$ cat config.mk
export PLATFORM = sky130hd
export DESIGN_NAME = port_input_mode_irq
export DESIGN_NICKNAME = d
export VERILOG_FILES = /design/src/logic/port_irq_pkg.sv /design/src/logic/port_input_mode_irq.sv
export VERILOG_INCLUDE_DIRS = /design/src /design/src/logic
export SDC_FILE = /design/constraint.sdc
export NUM_CORES = 1
export LEC_CHECK = 0
export BUFFER_PORTS_ARGS = -buffer_cell sky130_fd_sc_hd__buf_2
export CAP_MARGIN = 20
export CELL_PAD_IN_SITES_DETAIL_PLACEMENT = 1
export CELL_PAD_IN_SITES_GLOBAL_PLACEMENT = 2
export CORE_MARGIN = 3
export CORE_UTILIZATION = 29
export DETAILED_ROUTE_END_ITERATION = 8
export PLACE_DENSITY_LB_ADDON = 0.1
export SLEW_MARGIN = 20
export SYNTH_ARGS = -nofsm -noshare
export SYNTH_HDL_FRONTEND = slang
export SYNTH_SLANG_ARGS = --single-unit
$ cat constraint.sdc
create_clock -name clk_sys_in -period 1.5 [get_ports clk_sys_in]
set_clock_uncertainty 0.1 [all_clocks]
set_input_delay 0.075 -clock clk_sys_in [delete_from_list [all_inputs] [get_ports clk_sys_in]]
set_output_delay 0.075 -clock clk_sys_in [all_outputs]
set_load 0.1 [all_outputs]
$ cat src/logic/port_irq_defs.svh
`ifndef PORT_IRQ_DEFS_SVH
`define PORT_IRQ_DEFS_SVH

// register indexes; byte address is four times the index
`define IDX_P0_FLAGS 8'h89
`define IDX_P1_FLAGS 8'h8a
`define IDX_P2_FLAGS 8'h8b
`define IDX_EDGE_CTRL 8'h8c
`define IDX_P1_IRQ_EN 8'h8d
`define IDX_P2_INMODE 8'hf7
`define IDX_IRQ_STATUS 8'he0
`define IDX_IRQ_MASK 8'he1

// input mode control fields
`define INMODE_P2_DIR_BIT 7
`define INMODE_P1_DIR_BIT 6
`define INMODE_P0_DIR_BIT 5
`define INMODE_P2_MODE_MSB 4
`define INMODE_RESET 8'h00

// edge control fields
`define EDGE_P0_POL_BIT 0
`define EDGE_P1_POL_BIT 1
`define EDGE_P2_POL_BIT 2
`define EDGE_P0_LO_EN_BIT 3
`define EDGE_P0_HI_EN_BIT 4
`define EDGE_P2_EN_BIT 5
`define EDGE_CTRL_MSB 5
`define EDGE_RESET 8'h00

// interrupt status / mask fields
`define IRQ_P0_BIT 0
`define IRQ_P1_BIT 1
`define IRQ_P2_BIT 2
`define IRQ_USB_BIT 3
`define IRQ_MSB 3

// port 0 flag layout, and the port 1 pins without pull
`define P0_USB_RESUME_BIT 7
`define P0_UNUSED_BIT 6
`define P0_USB_PIN_MSB 5
`define P0_LOWER_MSB 3
`define P0_UPPER_LSB 4
`define P1_NO_PULL_MSB 1

`define FLAGS_RESET 8'h00

`endif

$ cat src/logic/port_irq_pkg.sv
package port_irq_pkg;

  typedef struct packed {
    logic [7:0] address;
    logic read;
    logic write;
    logic [31:0] writedata;
  } av_req_t;

  typedef struct packed {
    logic [7:0] port0;
    logic [7:0] port1;
    logic [4:0] port2;
  } pin_set_t;

  typedef enum logic {
    EDGE_RISING,
    EDGE_FALLING
  } edge_pol_t;

endpackage : port_irq_pkg

$ cat src/logic/port_input_mode_irq.sv
// The Avalon-MM interface to the registers was decided locally.
`timescale 1ns/10ps
`include "port_irq_defs.svh"

// What this block does
// RULE1: one port-2 pull selector, 0 pull-up 1 pull-down, reset 0, serves port-2 pins in pull mode.
// RULE2: one port-1 pull selector serves port-1 pins in pull mode, pins 0 and 1 have no pull.
// RULE3: one port-0 pull selector, 0 pull-up 1 pull-down, reset 0, serves port-0 pins in pull mode.
// RULE4: five per-pin port-2 input mode bits, 0 pull and 1 tristate, reset all zero.
// RULE5: without usb, eight port-0 pending flags for pins 7 to 0, 1 pending, reset zero.
// RULE6: with usb, port-0 flag bit 7 shows usb resume during suspend and bit 6 is unused and 0.
// RULE7: with usb, port-0 pending flags exist for pins 5 to 0 only, reset zero.
// RULE8: eight port-1 pending flags for pins 7 to 0, 1 pending, reset zero.
// RULE9: five port-2 pending flags in bits 4 to 0, bits 7 to 5 read zero.
// RULE10: per port one edge polarity bit, 0 rising and 1 falling edge sets the flag.
// RULE11: port-1 pins enabled singly, port 0 in groups 7-4 and 3-0, port 2 as one group.
// RULE12: hardware sets a flag on the chosen edge, writing 0 clears it, writing 1 keeps it.
// RULE13: a set and a clear of one flag in the same cycle leave the flag set.
module port_input_mode_irq
  import port_irq_pkg::*;
#(
  parameter int USB_VARIANT = 0
)
(
  input wire logic clk_sys_in,
  input wire logic srst_in,
  input wire logic [7:0] avs_address_in,
  input wire logic avs_read_in,
  input wire logic avs_write_in,
  input wire logic [31:0] avs_writedata_in,
  output logic [31:0] avs_readdata_out,
  output logic avs_waitrequest_out,
  input wire logic [7:0] port0_pins_in,
  input wire logic [7:0] port1_pins_in,
  input wire logic [4:0] port2_pins_in,
  input wire logic usb_resume_in,
  output logic port0_pull_dir_out,
  output logic [7:0] port1_pull_dir_out,
  output logic port2_pull_dir_out,
  output logic [4:0] port2_pin_input_mode_out,
  output logic irq_out
);

  initial
  begin
    if (USB_VARIANT != 0 && USB_VARIANT != 1)
      $error("USB_VARIANT must be 0 or 1");
  end

  av_req_t req;
  pin_set_t pins_in;
  pin_set_t sync1_reg, sync2_reg, prev_reg;
  pin_set_t rise, fall;
  logic ack_reg, ack_next;
  logic [31:0] rdata_reg, rdata_next;
  logic [7:0] inmode_reg, inmode_next;
  logic [7:0] edge_reg, edge_next;
  logic [7:0] p1_en_reg, p1_en_next;
  logic [7:0] p0_flags_reg, p0_flags_next;
  logic [7:0] p1_flags_reg, p1_flags_next;
  logic [7:0] p2_flags_reg, p2_flags_next;
  logic [7:0] irq_stat_reg, irq_stat_next;
  logic [7:0] irq_mask_reg, irq_mask_next;
  logic commit;
  logic [7:0] p0_set, p1_set, p2_set;
  logic [7:0] p0_en;
  logic [7:0] irq_ev;

  function automatic logic hit(input logic [7:0] a, input logic [7:0] idx);
    hit = (a == idx);
  endfunction : hit

  // hw set beats sw write-0 clear in the same cycle
  function automatic logic [7:0] w0c(input logic [7:0] cur,
    input logic [7:0] set, input logic wr, input logic [7:0] wd);
    logic [7:0] clr;
    clr = wr ? ~wd : 8'h00; // RULE12
    w0c = (cur & ~clr) | set; // RULE13
  endfunction : w0c

  assign req = '{address: avs_address_in, read: avs_read_in,
                 write: avs_write_in, writedata: avs_writedata_in};
  assign pins_in = '{port0: port0_pins_in, port1: port1_pins_in,
                     port2: port2_pins_in};

  // one wait cycle per access; read data registered at the ack edge
  assign avs_waitrequest_out = (req.read | req.write) & ~ack_reg;
  assign commit = req.write & ack_reg;
  assign avs_readdata_out = rdata_reg;

  // pins are asynchronous: two flops before edge logic
  always_ff @(posedge clk_sys_in)
  begin
    if (srst_in)
    begin
      sync1_reg <= '0;
      sync2_reg <= '0;
      prev_reg <= '0;
    end
    else
    begin
      sync1_reg <= pins_in;
      sync2_reg <= sync1_reg;
      prev_reg <= sync2_reg;
    end
  end

  assign rise = sync2_reg & ~prev_reg;
  assign fall = ~sync2_reg & prev_reg;

  always_comb
  begin
    // edge choice per port
    p0_set = edge_reg[`EDGE_P0_POL_BIT] ? fall.port0 : rise.port0; // RULE10
    p1_set = edge_reg[`EDGE_P1_POL_BIT] ? fall.port1 : rise.port1; // RULE10
    p2_set = {3'h0, edge_reg[`EDGE_P2_POL_BIT] ? fall.port2
                                                : rise.port2}; // RULE10 RULE9
    if (USB_VARIANT != 0)
    begin
      p0_set[`P0_UNUSED_BIT] = 1'b0; // RULE6 RULE7
      p0_set[`P0_USB_RESUME_BIT] = usb_resume_in; // RULE6
    end
    // enables gate only the interrupt, flags record every edge of the chosen polarity except on port-0 pins 7 and 6 in the usb variant
    p0_en = {{4{edge_reg[`EDGE_P0_HI_EN_BIT]}},
             {4{edge_reg[`EDGE_P0_LO_EN_BIT]}}}; // RULE11
    if (USB_VARIANT != 0)
      p0_en[`P0_USB_RESUME_BIT] = 1'b0;
    irq_ev = 8'h00;
    irq_ev[`IRQ_P0_BIT] = |(p0_set & p0_en); // RULE11
    irq_ev[`IRQ_P1_BIT] = |(p1_set & p1_en_reg); // RULE11
    irq_ev[`IRQ_P2_BIT] = (|p2_set) & edge_reg[`EDGE_P2_EN_BIT]; // RULE11
    irq_ev[`IRQ_USB_BIT] = (USB_VARIANT != 0) & usb_resume_in;
  end

  always_comb
  begin
    ack_next = (req.read | req.write) & ~ack_reg;
    rdata_next = rdata_reg;
    inmode_next = inmode_reg;
    edge_next = edge_reg;
    p1_en_next = p1_en_reg;
    irq_mask_next = irq_mask_reg;
    if (req.read & ~ack_reg)
    begin
      rdata_next = 32'h0000_0000;
      if (hit(req.address, `IDX_P0_FLAGS))
        rdata_next[7:0] = p0_flags_reg;
      if (hit(req.address, `IDX_P1_FLAGS))
        rdata_next[7:0] = p1_flags_reg;
      if (hit(req.address, `IDX_P2_FLAGS))
        rdata_next[7:0] = p2_flags_reg;
      if (hit(req.address, `IDX_EDGE_CTRL))
        rdata_next[7:0] = edge_reg;
      if (hit(req.address, `IDX_P1_IRQ_EN))
        rdata_next[7:0] = p1_en_reg;
      if (hit(req.address, `IDX_P2_INMODE))
        rdata_next[7:0] = inmode_reg;
      if (hit(req.address, `IDX_IRQ_STATUS))
        rdata_next[7:0] = irq_stat_reg;
      if (hit(req.address, `IDX_IRQ_MASK))
        rdata_next[7:0] = irq_mask_reg;
    end
    if (commit & hit(req.address, `IDX_P2_INMODE))
      inmode_next = req.writedata[7:0]; // RULE1 RULE2 RULE3 RULE4
    if (commit & hit(req.address, `IDX_EDGE_CTRL))
    begin
      edge_next = 8'h00;
      edge_next[`EDGE_CTRL_MSB:0] = req.writedata[`EDGE_CTRL_MSB:0];
    end
    if (commit & hit(req.address, `IDX_P1_IRQ_EN))
      p1_en_next = req.writedata[7:0];
    if (commit & hit(req.address, `IDX_IRQ_MASK))
    begin
      irq_mask_next = 8'h00;
      irq_mask_next[`IRQ_MSB:0] = req.writedata[`IRQ_MSB:0];
    end
  end

  always_comb
  begin
    p0_flags_next = w0c(p0_flags_reg, p0_set,
      commit & hit(req.address, `IDX_P0_FLAGS),
      req.writedata[7:0]); // RULE5 RULE7
    p1_flags_next = w0c(p1_flags_reg, p1_set,
      commit & hit(req.address, `IDX_P1_FLAGS),
      req.writedata[7:0]); // RULE8
    p2_flags_next = w0c(p2_flags_reg, p2_set,
      commit & hit(req.address, `IDX_P2_FLAGS),
      req.writedata[7:0]) & 8'h1f; // RULE9
    if (USB_VARIANT != 0)
      p0_flags_next[`P0_UNUSED_BIT] = 1'b0; // RULE6
    // status is write-one-to-clear, set wins here as well
    irq_stat_next = irq_stat_reg;
    if (commit & hit(req.address, `IDX_IRQ_STATUS))
      irq_stat_next = irq_stat_reg & ~req.writedata[7:0];
    irq_stat_next = irq_stat_next | irq_ev;
  end

  always_ff @(posedge clk_sys_in)
  begin
    if (srst_in)
    begin
      ack_reg <= 1'b0;
      rdata_reg <= 32'h0000_0000;
      inmode_reg <= `INMODE_RESET; // RULE1 RULE3 RULE4
      edge_reg <= `EDGE_RESET;
      p1_en_reg <= `FLAGS_RESET;
      p0_flags_reg <= `FLAGS_RESET; // RULE5 RULE7
      p1_flags_reg <= `FLAGS_RESET; // RULE8
      p2_flags_reg <= `FLAGS_RESET;
      irq_stat_reg <= `FLAGS_RESET;
      irq_mask_reg <= `FLAGS_RESET;
    end
    else
    begin
      ack_reg <= ack_next;
      rdata_reg <= rdata_next;
      inmode_reg <= inmode_next;
      edge_reg <= edge_next;
      p1_en_reg <= p1_en_next;
      p0_flags_reg <= p0_flags_next;
      p1_flags_reg <= p1_flags_next;
      p2_flags_reg <= p2_flags_next;
      irq_stat_reg <= irq_stat_next;
      irq_mask_reg <= irq_mask_next;
    end
  end

  assign port2_pull_dir_out = inmode_reg[`INMODE_P2_DIR_BIT]; // RULE1
  assign port0_pull_dir_out = inmode_reg[`INMODE_P0_DIR_BIT]; // RULE3
  // pins 1:0 of port 1 cannot pull, so they never see the selector
  assign port1_pull_dir_out = {{6{inmode_reg[`INMODE_P1_DIR_BIT]}},
                               2'h0}; // RULE2
  assign port2_pin_input_mode_out =
    inmode_reg[`INMODE_P2_MODE_MSB:0]; // RULE4
  assign irq_out = |(irq_stat_reg & irq_mask_reg);

endmodule : port_input_mode_irq

==> flow_results.xml, run 1 <==
<?xml version="1.0" encoding="UTF-8"?>
<metrics>
  <group name="outcome">
    <metric name="outcome" unit="">finished clean</metric>
  </group>
  <group name="place">
    <metric name="dpl.hpwl" unit="µm">11970</metric>
    <metric name="setup_ws_pre_cts" unit="ns">-0.3834</metric>
    <metric name="placed_cells_incl_taps" unit="">902</metric>
    <metric name="placement.io_buffers" unit="">63</metric>
    <metric name="postPlaceCellArea" unit="µm²">6163</metric>
    <metric name="gp_congestion" unit="">0.8744</metric>
  </group>
  <group name="sta">
    <metric name="max_slew.worst_pin.slew" unit="ns">0.5027</metric>
    <metric name="finalWorstPathRequiredPeriod" unit="ns">1.491</metric>
    <metric name="worst_slew_margin_rel" unit="%">66.49</metric>
    <metric name="rsz0062_at_grt" unit="">yes</metric>
    <metric name="hold_viol" unit="">0</metric>
    <metric name="minimum_setup_slack_in_the_final_design" unit="ns">0.008661</metric>
    <metric name="slew_violations" unit="">0</metric>
    <metric name="setup_viol" unit="">0</metric>
    <metric name="final_min_period_over_clock_period" unit="%">99.42</metric>
    <metric name="fmax" unit="MHz">670.5</metric>
    <metric name="setup-tns-final" unit="ns">0</metric>
  </group>
  <group name="cells_and_area">
    <metric name="final_design_area_no_fill" unit="µm²">7331</metric>
    <metric name="num_antenna_cells" unit="">0</metric>
    <metric name="seqCellArea" unit="µm²">2566</metric>
    <metric name="fillers" unit="">2040</metric>
    <metric name="multi_input_comb_area" unit="µm²">2597</metric>
    <metric name="layout_common_cells" unit="">sky130_fd_sc_hd__dfxtp_1 (112), sky130_fd_sc_hd__nor2b_1 (71), sky130_fd_sc_hd__buf_4 (68)</metric>
    <metric name="final_layout_size_suffix_gt1_share" unit="%">30.15</metric>
    <metric name="leading_cell_type_in_the_layout_fill_and_taps_excluded" unit="">sky130_fd_sc_hd__dfxtp_1</metric>
    <metric name="post_layout_nonfiller_instances" unit="">968</metric>
    <metric name="syn_to_final_growth" unit="%">40.20</metric>
    <metric name="finish.net_count" unit="">797</metric>
  </group>
  <group name="synthesis">
    <metric name="synthesis.area" unit="µm²">5229</metric>
    <metric name="synth_top_area_share" unit="%">48.62</metric>
    <metric name="syn_avg_cell_area" unit="µm²">9.015</metric>
    <metric name="synth_area_leader_cell" unit="">sky130_fd_sc_hd__dfxtp_1</metric>
    <metric name="synth_sequential_area_ratio" unit="%">48.62</metric>
    <metric name="edff_count_synth" unit="">0</metric>
    <metric name="synth_cell_type_count" unit="">52</metric>
    <metric name="syn-instance-count" unit="">580</metric>
    <metric name="yosys-top-cells-area" unit="">sky130_fd_sc_hd__dfxtp_1 (49%), sky130_fd_sc_hd__nor2b_1 (8.7%), sky130_fd_sc_hd__a21oi_1 (5.2%)</metric>
    <metric name="ys_ff_latch" unit="">127</metric>
    <metric name="ys_dominant_reg_cell" unit="">sky130_fd_sc_hd__dfxtp_1</metric>
    <metric name="synth-async-reset-ratio" unit="%">0</metric>
    <metric name="yosysWarnings" unit="">0</metric>
  </group>
  <group name="drt">
    <metric name="via_count" unit="">4580</metric>
    <metric name="routed_via_density" unit="">4.731</metric>
    <metric name="drc" unit="">0</metric>
    <metric name="finalWirelength" unit="µm">16690</metric>
    <metric name="first_pass_iteration_count_of_the_detailed_router" unit="">4</metric>
    <metric name="count_of_antenna_violating_nets_left_after_detailed_routing" unit="">0</metric>
    <metric name="first_iter_violations" unit="">221</metric>
    <metric name="avgRoutedWirePerCell" unit="µm">17.24</metric>
  </group>
  <group name="cts">
    <metric name="htree_levels" unit="">4</metric>
    <metric name="clk_transition_reported_paths" unit="ns">0.06</metric>
    <metric name="clock-sinks" unit="">127</metric>
    <metric name="tritoncts" unit="">yes</metric>
    <metric name="ctsLongestPathBuffers" unit="">2</metric>
    <metric name="clkLatencyLatePin" unit="ns">0.41</metric>
    <metric name="clockRootBuffer" unit="">sky130_fd_sc_hd__clkbuf_16</metric>
    <metric name="cts_inserted_buffers" unit="">17</metric>
  </group>
  <group name="setup_path">
    <metric name="worstSetupEndpointType" unit="">flop</metric>
    <metric name="crit_arrival" unit="ns">1.69</metric>
    <metric name="critPathLaunchType" unit="">flop</metric>
    <metric name="critical_path.n_buffers_inverters" unit="">1</metric>
    <metric name="timing.critical_path.slowest_cell_delay" unit="ns">0.40</metric>
    <metric name="worstRegToRegCells" unit="">5</metric>
    <metric name="critPathKind" unit="">reg2reg</metric>
    <metric name="crit_path_cell_trace" unit="">buf_6 -&gt; nor2_1 -&gt; a21oi_1 -&gt; a41oi_1 -&gt; o31a_1</metric>
    <metric name="timing.critical_path.max_delay_family" unit="">compound AO/OA/AOI/OAI gates</metric>
    <metric name="worst-path-stages" unit="">5</metric>
    <metric name="worstPathRequired" unit="ns">1.70</metric>
    <metric name="critical_path_slowest_stage_cell" unit="">sky130_fd_sc_hd__dfxtp_4</metric>
    <metric name="critPathMaxFanout" unit="">8</metric>
  </group>
  <group name="die">
    <metric name="width_of_the_chip" unit="µm">140.3</metric>
    <metric name="fp.dieH" unit="µm">140.3</metric>
    <metric name="design.core.area" unit="µm²">17480</metric>
    <metric name="die_area" unit="µm²">19680</metric>
    <metric name="floorplan.rows" unit="">48</metric>
    <metric name="initial_cell_density_of_the_core" unit="%">29.92</metric>
    <metric name="ioPinCount" unit="">115</metric>
  </group>
  <group name="hold_path">
    <metric name="worstHoldPathCells" unit="">5</metric>
    <metric name="hold_path.class" unit="">in2reg</metric>
  </group>
  <group name="grt">
    <metric name="grt_first_pass_wirelength" unit="µm">25820</metric>
    <metric name="antenna_found_initial" unit="">0</metric>
    <metric name="grt_pass1_vias" unit="">4649</metric>
    <metric name="global_route.usage.total" unit="%">17.05</metric>
    <metric name="globalRouteOverflowTotal" unit="">0</metric>
    <metric name="grt_start_max_net_pins" unit="">98</metric>
  </group>
  <group name="power_and_ir_drop">
    <metric name="powerDensity" unit="nW/µm²">1177</metric>
    <metric name="leakagePower" unit="nW">3.076</metric>
    <metric name="peakVddDrop" unit="mV">0.6983</metric>
    <metric name="overall_power_consumption" unit="mW">8.631</metric>
  </group>
  <group name="flow_run">
    <metric name="number_of_max_cap_violations" unit="">0</metric>
  </group>
</metrics>
==> final cells by class <==
cell class | count | share of cell area, %
repair buffers | 167 | 17.19
inverters | 6 | 0.3072
clock buffers | 23 | 6.793
well taps | 225 | 3.840
multi-input cells | 412 | 35.43
flip-flops and latches | 127 | 35.01
clock inverters | 8 | 1.434
==> per-stage QoR <==
stage,hold slack (ns),utilization [%]
after CTS,0.1229,41.16
after global routing,0.1664,41.95
after global placement,0.1810,35.27
after floorplan,0.06200,-
after detailed placement,0.1908,35.27
final,0.1430,41.95
==> cell usage after synthesis, types with 3 or more instances <==
library cell / number
sky130_fd_sc_hd__dfxtp_1: 127
sky130_fd_sc_hd__nor2b_1: 73
sky130_fd_sc_hd__a21oi_1: 54
sky130_fd_sc_hd__nor2_1: 53
sky130_fd_sc_hd__nand2_1: 44
sky130_fd_sc_hd__o21ai_0: 38
sky130_fd_sc_hd__buf_4: 31
sky130_fd_sc_hd__clkbuf_1: 25
sky130_fd_sc_hd__mux2i_1: 21
sky130_fd_sc_hd__nor3b_1: 10
sky130_fd_sc_hd__nand3_1: 9
sky130_fd_sc_hd__and3b_1: 8
sky130_fd_sc_hd__and3_1: 6
sky130_fd_sc_hd__inv_1: 6
sky130_fd_sc_hd__a221oi_1: 5
sky130_fd_sc_hd__a22oi_1: 4
sky130_fd_sc_hd__buf_2: 4
sky130_fd_sc_hd__a31oi_1: 3
sky130_fd_sc_hd__mux2_2: 3
sky130_fd_sc_hd__nand4_1: 3
sky130_fd_sc_hd__o221ai_1: 3
sky130_fd_sc_hd__o22ai_1: 3
sky130_fd_sc_hd__o2bb2ai_1: 3
==> layer usage <==
| layer | up-vias | routed length [µm] | track usage [%] |
|---|---|---|---|
| met3 | 23 | 639 | 3.619 |
| li1 | 2253 | - | - |
| met1 | 2193 | 7583 | 21.43 |
| met5 | - | 0 | 0 |
| met2 | 111 | 8098 | 28.98 |
| met4 | 0 | 366 | 5.864 |
==> worst register-to-register path, cell delays in order (launching register included) <==
cell	delay [ns]
sky130_fd_sc_hd__dfxtp_4	0.40
sky130_fd_sc_hd__buf_6	0.14
sky130_fd_sc_hd__nor2_1	0.05
sky130_fd_sc_hd__a21oi_1	0.22
sky130_fd_sc_hd__a41oi_1	0.17
sky130_fd_sc_hd__o31a_1	0.30
==> final timing paths <==
check | startpoint | endpoint | slack (ns)
setup / recovery | edge_reg[0] | irq_stat_reg[0] | 0.009
hold / removal | avs_address_in[1] | avs_readdata_out[1] | 0.14
hold reg to reg | irq_stat_reg[4] | irq_stat_reg[4] | 0.34
setup reg to reg | edge_reg[0] | irq_stat_reg[0] | 0.009
==> cells by family (layout without fill, tap and decap cells) <==
family | Yosys count | count (layout) | synth area share [%]
AOI/OAI and AO/OA | 136 | 136 | 15.67
buffers and inverters | 66 | 204 | 7.059
DFF | 127 | 127 | 48.62
muxes | 24 | 24 | 4.666
other | 1 | 26 | 0.07172
and+or+nand+nor | 226 | 226 | 23.91
==> power breakdown <==
group | switching, mW | internal (mW) | total [mW]
clock network | 1.51 | 2.66 | 4.17
registers | 0.0517 | 3.48 | 3.53
logic | 0.629 | 0.305 | 0.934
total | 2.19 | 6.45 | 8.63
==> what timing repair did <==
item / CTS / global route
gates resized for setup: 30 / 38
endpoints found under the hold margin: 52 / 0
setup buffers: 1 / 3
hold buffers: 32 / 0
setup endpoints to repair: 10 / 38
pin swaps: 6 / 11
No activity file was read; power rests on OpenSTA's default activity.
==> inputs of run 2 (changes only) <==
BUFFER_PORTS_ARGS = default   (was -buffer_cell sky130_fd_sc_hd__buf_2)
CORE_UTILIZATION = 30   (was 29)
DONT_BUFFER_PORTS = 1   (was default)
GPL_TIMING_DRIVEN = 0   (was default)
SLEW_MARGIN = default   (was 20)
==> run 2 against run 1 <==
The flow now finishes with violations (setup timing); first-iteration DRC count down 23%; non-clock buffer count is 56 lower; global-route usage up 0.96 points; clock power rose by 2%; design area shrank 1.8%; final cell count fell by 6.3%; count of clock-buffer cells in the layout down 4; flip-flop and latch count unchanged; core utilization increased by 0.85 points; power grew 0.83%; wire length rose by 3.1%; die area down 3.2%.
==> flow_results.xml, run 2 (synthesis gave the netlist of run 1 again) <==
<?xml version="1.0" encoding="UTF-8"?>
<metrics>
  <group name="outcome">
    <metric name="outcome" unit="">finished with violations</metric>
    <metric name="violations_in_the_final_reports" unit="">setup timing</metric>
  </group>
  <group name="cts">
    <metric name="htree_levels" unit="">4</metric>
    <metric name="clockRootBuffer" unit="">sky130_fd_sc_hd__clkbuf_16</metric>
    <metric name="ctsLongestPathBuffers" unit="">2</metric>
    <metric name="clock-sinks" unit="">127</metric>
    <metric name="clkLatencyLatePin" unit="ns">0.42</metric>
    <metric name="cts_inserted_buffers" unit="">17</metric>
    <metric name="clk_transition_reported_paths" unit="ns">0.06</metric>
    <metric name="tritoncts" unit="">yes</metric>
  </group>
  <group name="sta">
    <metric name="rsz0062_at_grt" unit="">yes</metric>
    <metric name="slew_violations" unit="">0</metric>
    <metric name="final_min_period_over_clock_period" unit="%">102.1</metric>
    <metric name="fmax" unit="MHz">653.3</metric>
    <metric name="max_slew.worst_pin.slew" unit="ns">0.7394</metric>
    <metric name="minimum_setup_slack_in_the_final_design" unit="ns">-0.03079</metric>
    <metric name="setup_viol" unit="">2</metric>
    <metric name="finalWorstPathRequiredPeriod" unit="ns">1.531</metric>
    <metric name="hold_viol" unit="">0</metric>
    <metric name="setup-tns-final" unit="ns">-0.03085</metric>
    <metric name="worst_slew_margin_rel" unit="%">50.71</metric>
  </group>
  <group name="setup_path">
    <metric name="critPathKind" unit="">reg2reg</metric>
    <metric name="worstSetupEndpointType" unit="">flop</metric>
    <metric name="worst-path-stages" unit="">6</metric>
    <metric name="reg2reg_slack" unit="ns">-0.03</metric>
    <metric name="cp-startpoint" unit="">edge_reg[1]</metric>
    <metric name="worstPathRequired" unit="ns">1.68</metric>
    <metric name="critPathLaunchType" unit="">flop</metric>
    <metric name="critical_path_slowest_stage_cell" unit="">sky130_fd_sc_hd__dfxtp_4</metric>
    <metric name="worstReg2RegEnd" unit="">irq_stat_reg[1]</metric>
    <metric name="worst_setup_path_endpoint" unit="">irq_stat_reg[1]</metric>
    <metric name="timing.critical_path.slowest_cell_delay" unit="ns">0.37</metric>
    <metric name="timing.critical_path.max_delay_family" unit="">compound AO/OA/AOI/OAI gates</metric>
    <metric name="critPathMaxFanout" unit="">5</metric>
    <metric name="rr_startpoint" unit="">edge_reg[1]</metric>
    <metric name="critical_path.n_buffers_inverters" unit="">1</metric>
    <metric name="crit_path_cell_trace" unit="">buf_4 -&gt; and3b_1 -&gt; o21ai_1 -&gt; o2111ai_2 -&gt; a211oi_2 -&gt; nor2_1</metric>
    <metric name="worstRegToRegCells" unit="">6</metric>
    <metric name="crit_arrival" unit="ns">1.71</metric>
  </group>
  <group name="grt">
    <metric name="grt_start_max_net_pins" unit="">17</metric>
    <metric name="gr-usage-met1" unit="%">22.83</metric>
    <metric name="global_route.usage.total" unit="%">18.01</metric>
    <metric name="grtUsageMet3" unit="%">5.318</metric>
    <metric name="use_met2" unit="%">29.93</metric>
    <metric name="globalRouteOverflowTotal" unit="">0</metric>
    <metric name="antenna_found_initial" unit="">0</metric>
    <metric name="grt_first_pass_wirelength" unit="µm">26480</metric>
    <metric name="globalRoute.busiestLayer" unit="">met2</metric>
    <metric name="grt_pass1_vias" unit="">4490</metric>
  </group>
  <group name="cells_and_area">
    <metric name="fillers" unit="">1936</metric>
    <metric name="final_design_area_no_fill" unit="µm²">7197</metric>
    <metric name="multi_input_comb_area" unit="µm²">2730</metric>
    <metric name="num_antenna_cells" unit="">0</metric>
    <metric name="seqCellArea" unit="µm²">2585</metric>
    <metric name="syn_to_final_growth" unit="%">37.64</metric>
    <metric name="leading_cell_type_in_the_layout_fill_and_taps_excluded" unit="">sky130_fd_sc_hd__dfxtp_1</metric>
    <metric name="final_layout_size_suffix_gt1_share" unit="%">25.91</metric>
    <metric name="finish.net_count" unit="">741</metric>
    <metric name="post_layout_nonfiller_instances" unit="">907</metric>
    <metric name="layout_common_cells" unit="">sky130_fd_sc_hd__dfxtp_1 (105), sky130_fd_sc_hd__nor2b_1 (72), sky130_fd_sc_hd__nor2_1 (47)</metric>
  </group>
  <group name="flow_run">
    <metric name="number_of_max_cap_violations" unit="">0</metric>
  </group>
  <group name="drt">
    <metric name="avgRoutedWirePerCell" unit="µm">18.96</metric>
    <metric name="first_pass_iteration_count_of_the_detailed_router" unit="">4</metric>
    <metric name="via_count" unit="">4413</metric>
    <metric name="count_of_antenna_violating_nets_left_after_detailed_routing" unit="">0</metric>
    <metric name="routed_via_density" unit="">4.865</metric>
    <metric name="first_iter_violations" unit="">170</metric>
    <metric name="drc" unit="">0</metric>
    <metric name="finalWirelength" unit="µm">17200</metric>
  </group>
  <group name="die">
    <metric name="initial_cell_density_of_the_core" unit="%">31.09</metric>
    <metric name="floorplan.rows" unit="">47</metric>
    <metric name="fp.dieH" unit="µm">138.0</metric>
    <metric name="die_area" unit="µm²">19050</metric>
    <metric name="ioPinCount" unit="">115</metric>
    <metric name="design.core.area" unit="µm²">16820</metric>
    <metric name="width_of_the_chip" unit="µm">138.0</metric>
  </group>
  <group name="place">
    <metric name="placement.io_buffers" unit="">0</metric>
    <metric name="gp_congestion" unit="">0.8824</metric>
    <metric name="dpl.hpwl" unit="µm">12020</metric>
    <metric name="setup_ws_pre_cts" unit="ns">-0.6343</metric>
    <metric name="postPlaceCellArea" unit="µm²">5617</metric>
    <metric name="placed_cells_incl_taps" unit="">825</metric>
  </group>
  <group name="power_and_ir_drop">
    <metric name="leakagePower" unit="nW">2.849</metric>
    <metric name="powerDensity" unit="nW/µm²">1209</metric>
    <metric name="peakVddDrop" unit="mV">0.7841</metric>
  </group>
  <group name="hold_path">
    <metric name="hold_path.class" unit="">in2reg</metric>
  </group>
</metrics>
run 2: changes by cell type in the layout (fill, tap and decap cells not counted), moves of 6 or more:
cell / before / now
sky130_fd_sc_hd__buf_2: 54 / 4
sky130_fd_sc_hd__clkbuf_1: 1 / 15
sky130_fd_sc_hd__o21ai_2: 2 / 8
sky130_fd_sc_hd__o21ai_0: 29 / 18
sky130_fd_sc_hd__buf_4: 68 / 41
sky130_fd_sc_hd__o21ai_1: 6 / 12
sky130_fd_sc_hd__dfxtp_1: 112 / 105
run 2: worst min-delay path by stage:
| stage | cells after the start | endpoint | slack [ns] | startpoint |
|---|---|---|---|---|
| CTS | 5 | irq_mask_reg[1] | 0.01 | avs_address_in[4] |
| detailed placement | 1 | irq_stat_reg[5] | 0.07 | avs_writedata_in[5] |
| global placement | 1 | irq_stat_reg[6] | 0.06 | avs_writedata_in[6] |
| floorplan | 1 | irq_stat_reg[4] | 0.06 | avs_writedata_in[4] |
| global route | 4 | avs_readdata_out[0] | 0.04 | avs_read_in |
| finish | 4 | avs_readdata_out[0] | 0.03 | avs_read_in |
run 2: where the power goes:
part / total (mW) / switching (mW) / internal (mW) / leakage (nW)
sequential: 3.56 / 0.0889 / 3.47 / 1.05
combinational: 0.869 / 0.602 / 0.267 / 1.51
clock: 4.27 / 1.57 / 2.70 / 0.292
run 2: final cells by class:
| class | count | area share (%) |
|---|---|---|
| multi-input cells | 412 | 37.93 |
| flip-flops and latches | 127 | 35.92 |
| repair buffers | 53 | 7.024 |
| plain buffers | 58 | 6.502 |
| clock buffers | 19 | 6.293 |
| well taps | 220 | 3.825 |
| clock inverters | 12 | 2.191 |
| inverters | 6 | 0.3129 |
run 2: worst min-delay path: stages:
cell and delay (ns):
sky130_fd_sc_hd__nor2b_4 0.11, sky130_fd_sc_hd__buf_4 0.15, sky130_fd_sc_hd__o221ai_1 0.08, sky130_fd_sc_hd__a221oi_1 0.08
run 2: repair_timing:
action | 4_1_cts | 5_1_grt
hold buffers | 32 | 0
resized for setup | 88 | 62
hold endpoints to repair | 95 | 0
setup endpoints to repair | 68 | 42
buffers inserted | 12 | 7
cloned | 2 | 0
pin swaps | 16 | 26
run 2: per-stage QoR:
stage               utilization, %  power [mW]  hold WS (ns)
floorplan                        -       4.209       0.06200
global placement             33.40       4.316       0.06356
detailed placement           33.40       4.328       0.06863
CTS                          41.39       8.761       0.01179
global route                 42.79       9.022       0.04344
finish                       42.79       8.703       0.03042
run 2: layer usage:
layer / vias up / routed length, µm
li1: 2147 / -
met1: 2142 / 7702
met2: 109 / 8476
met3: 15 / 810
met4: 0 / 208
met5: - / 0
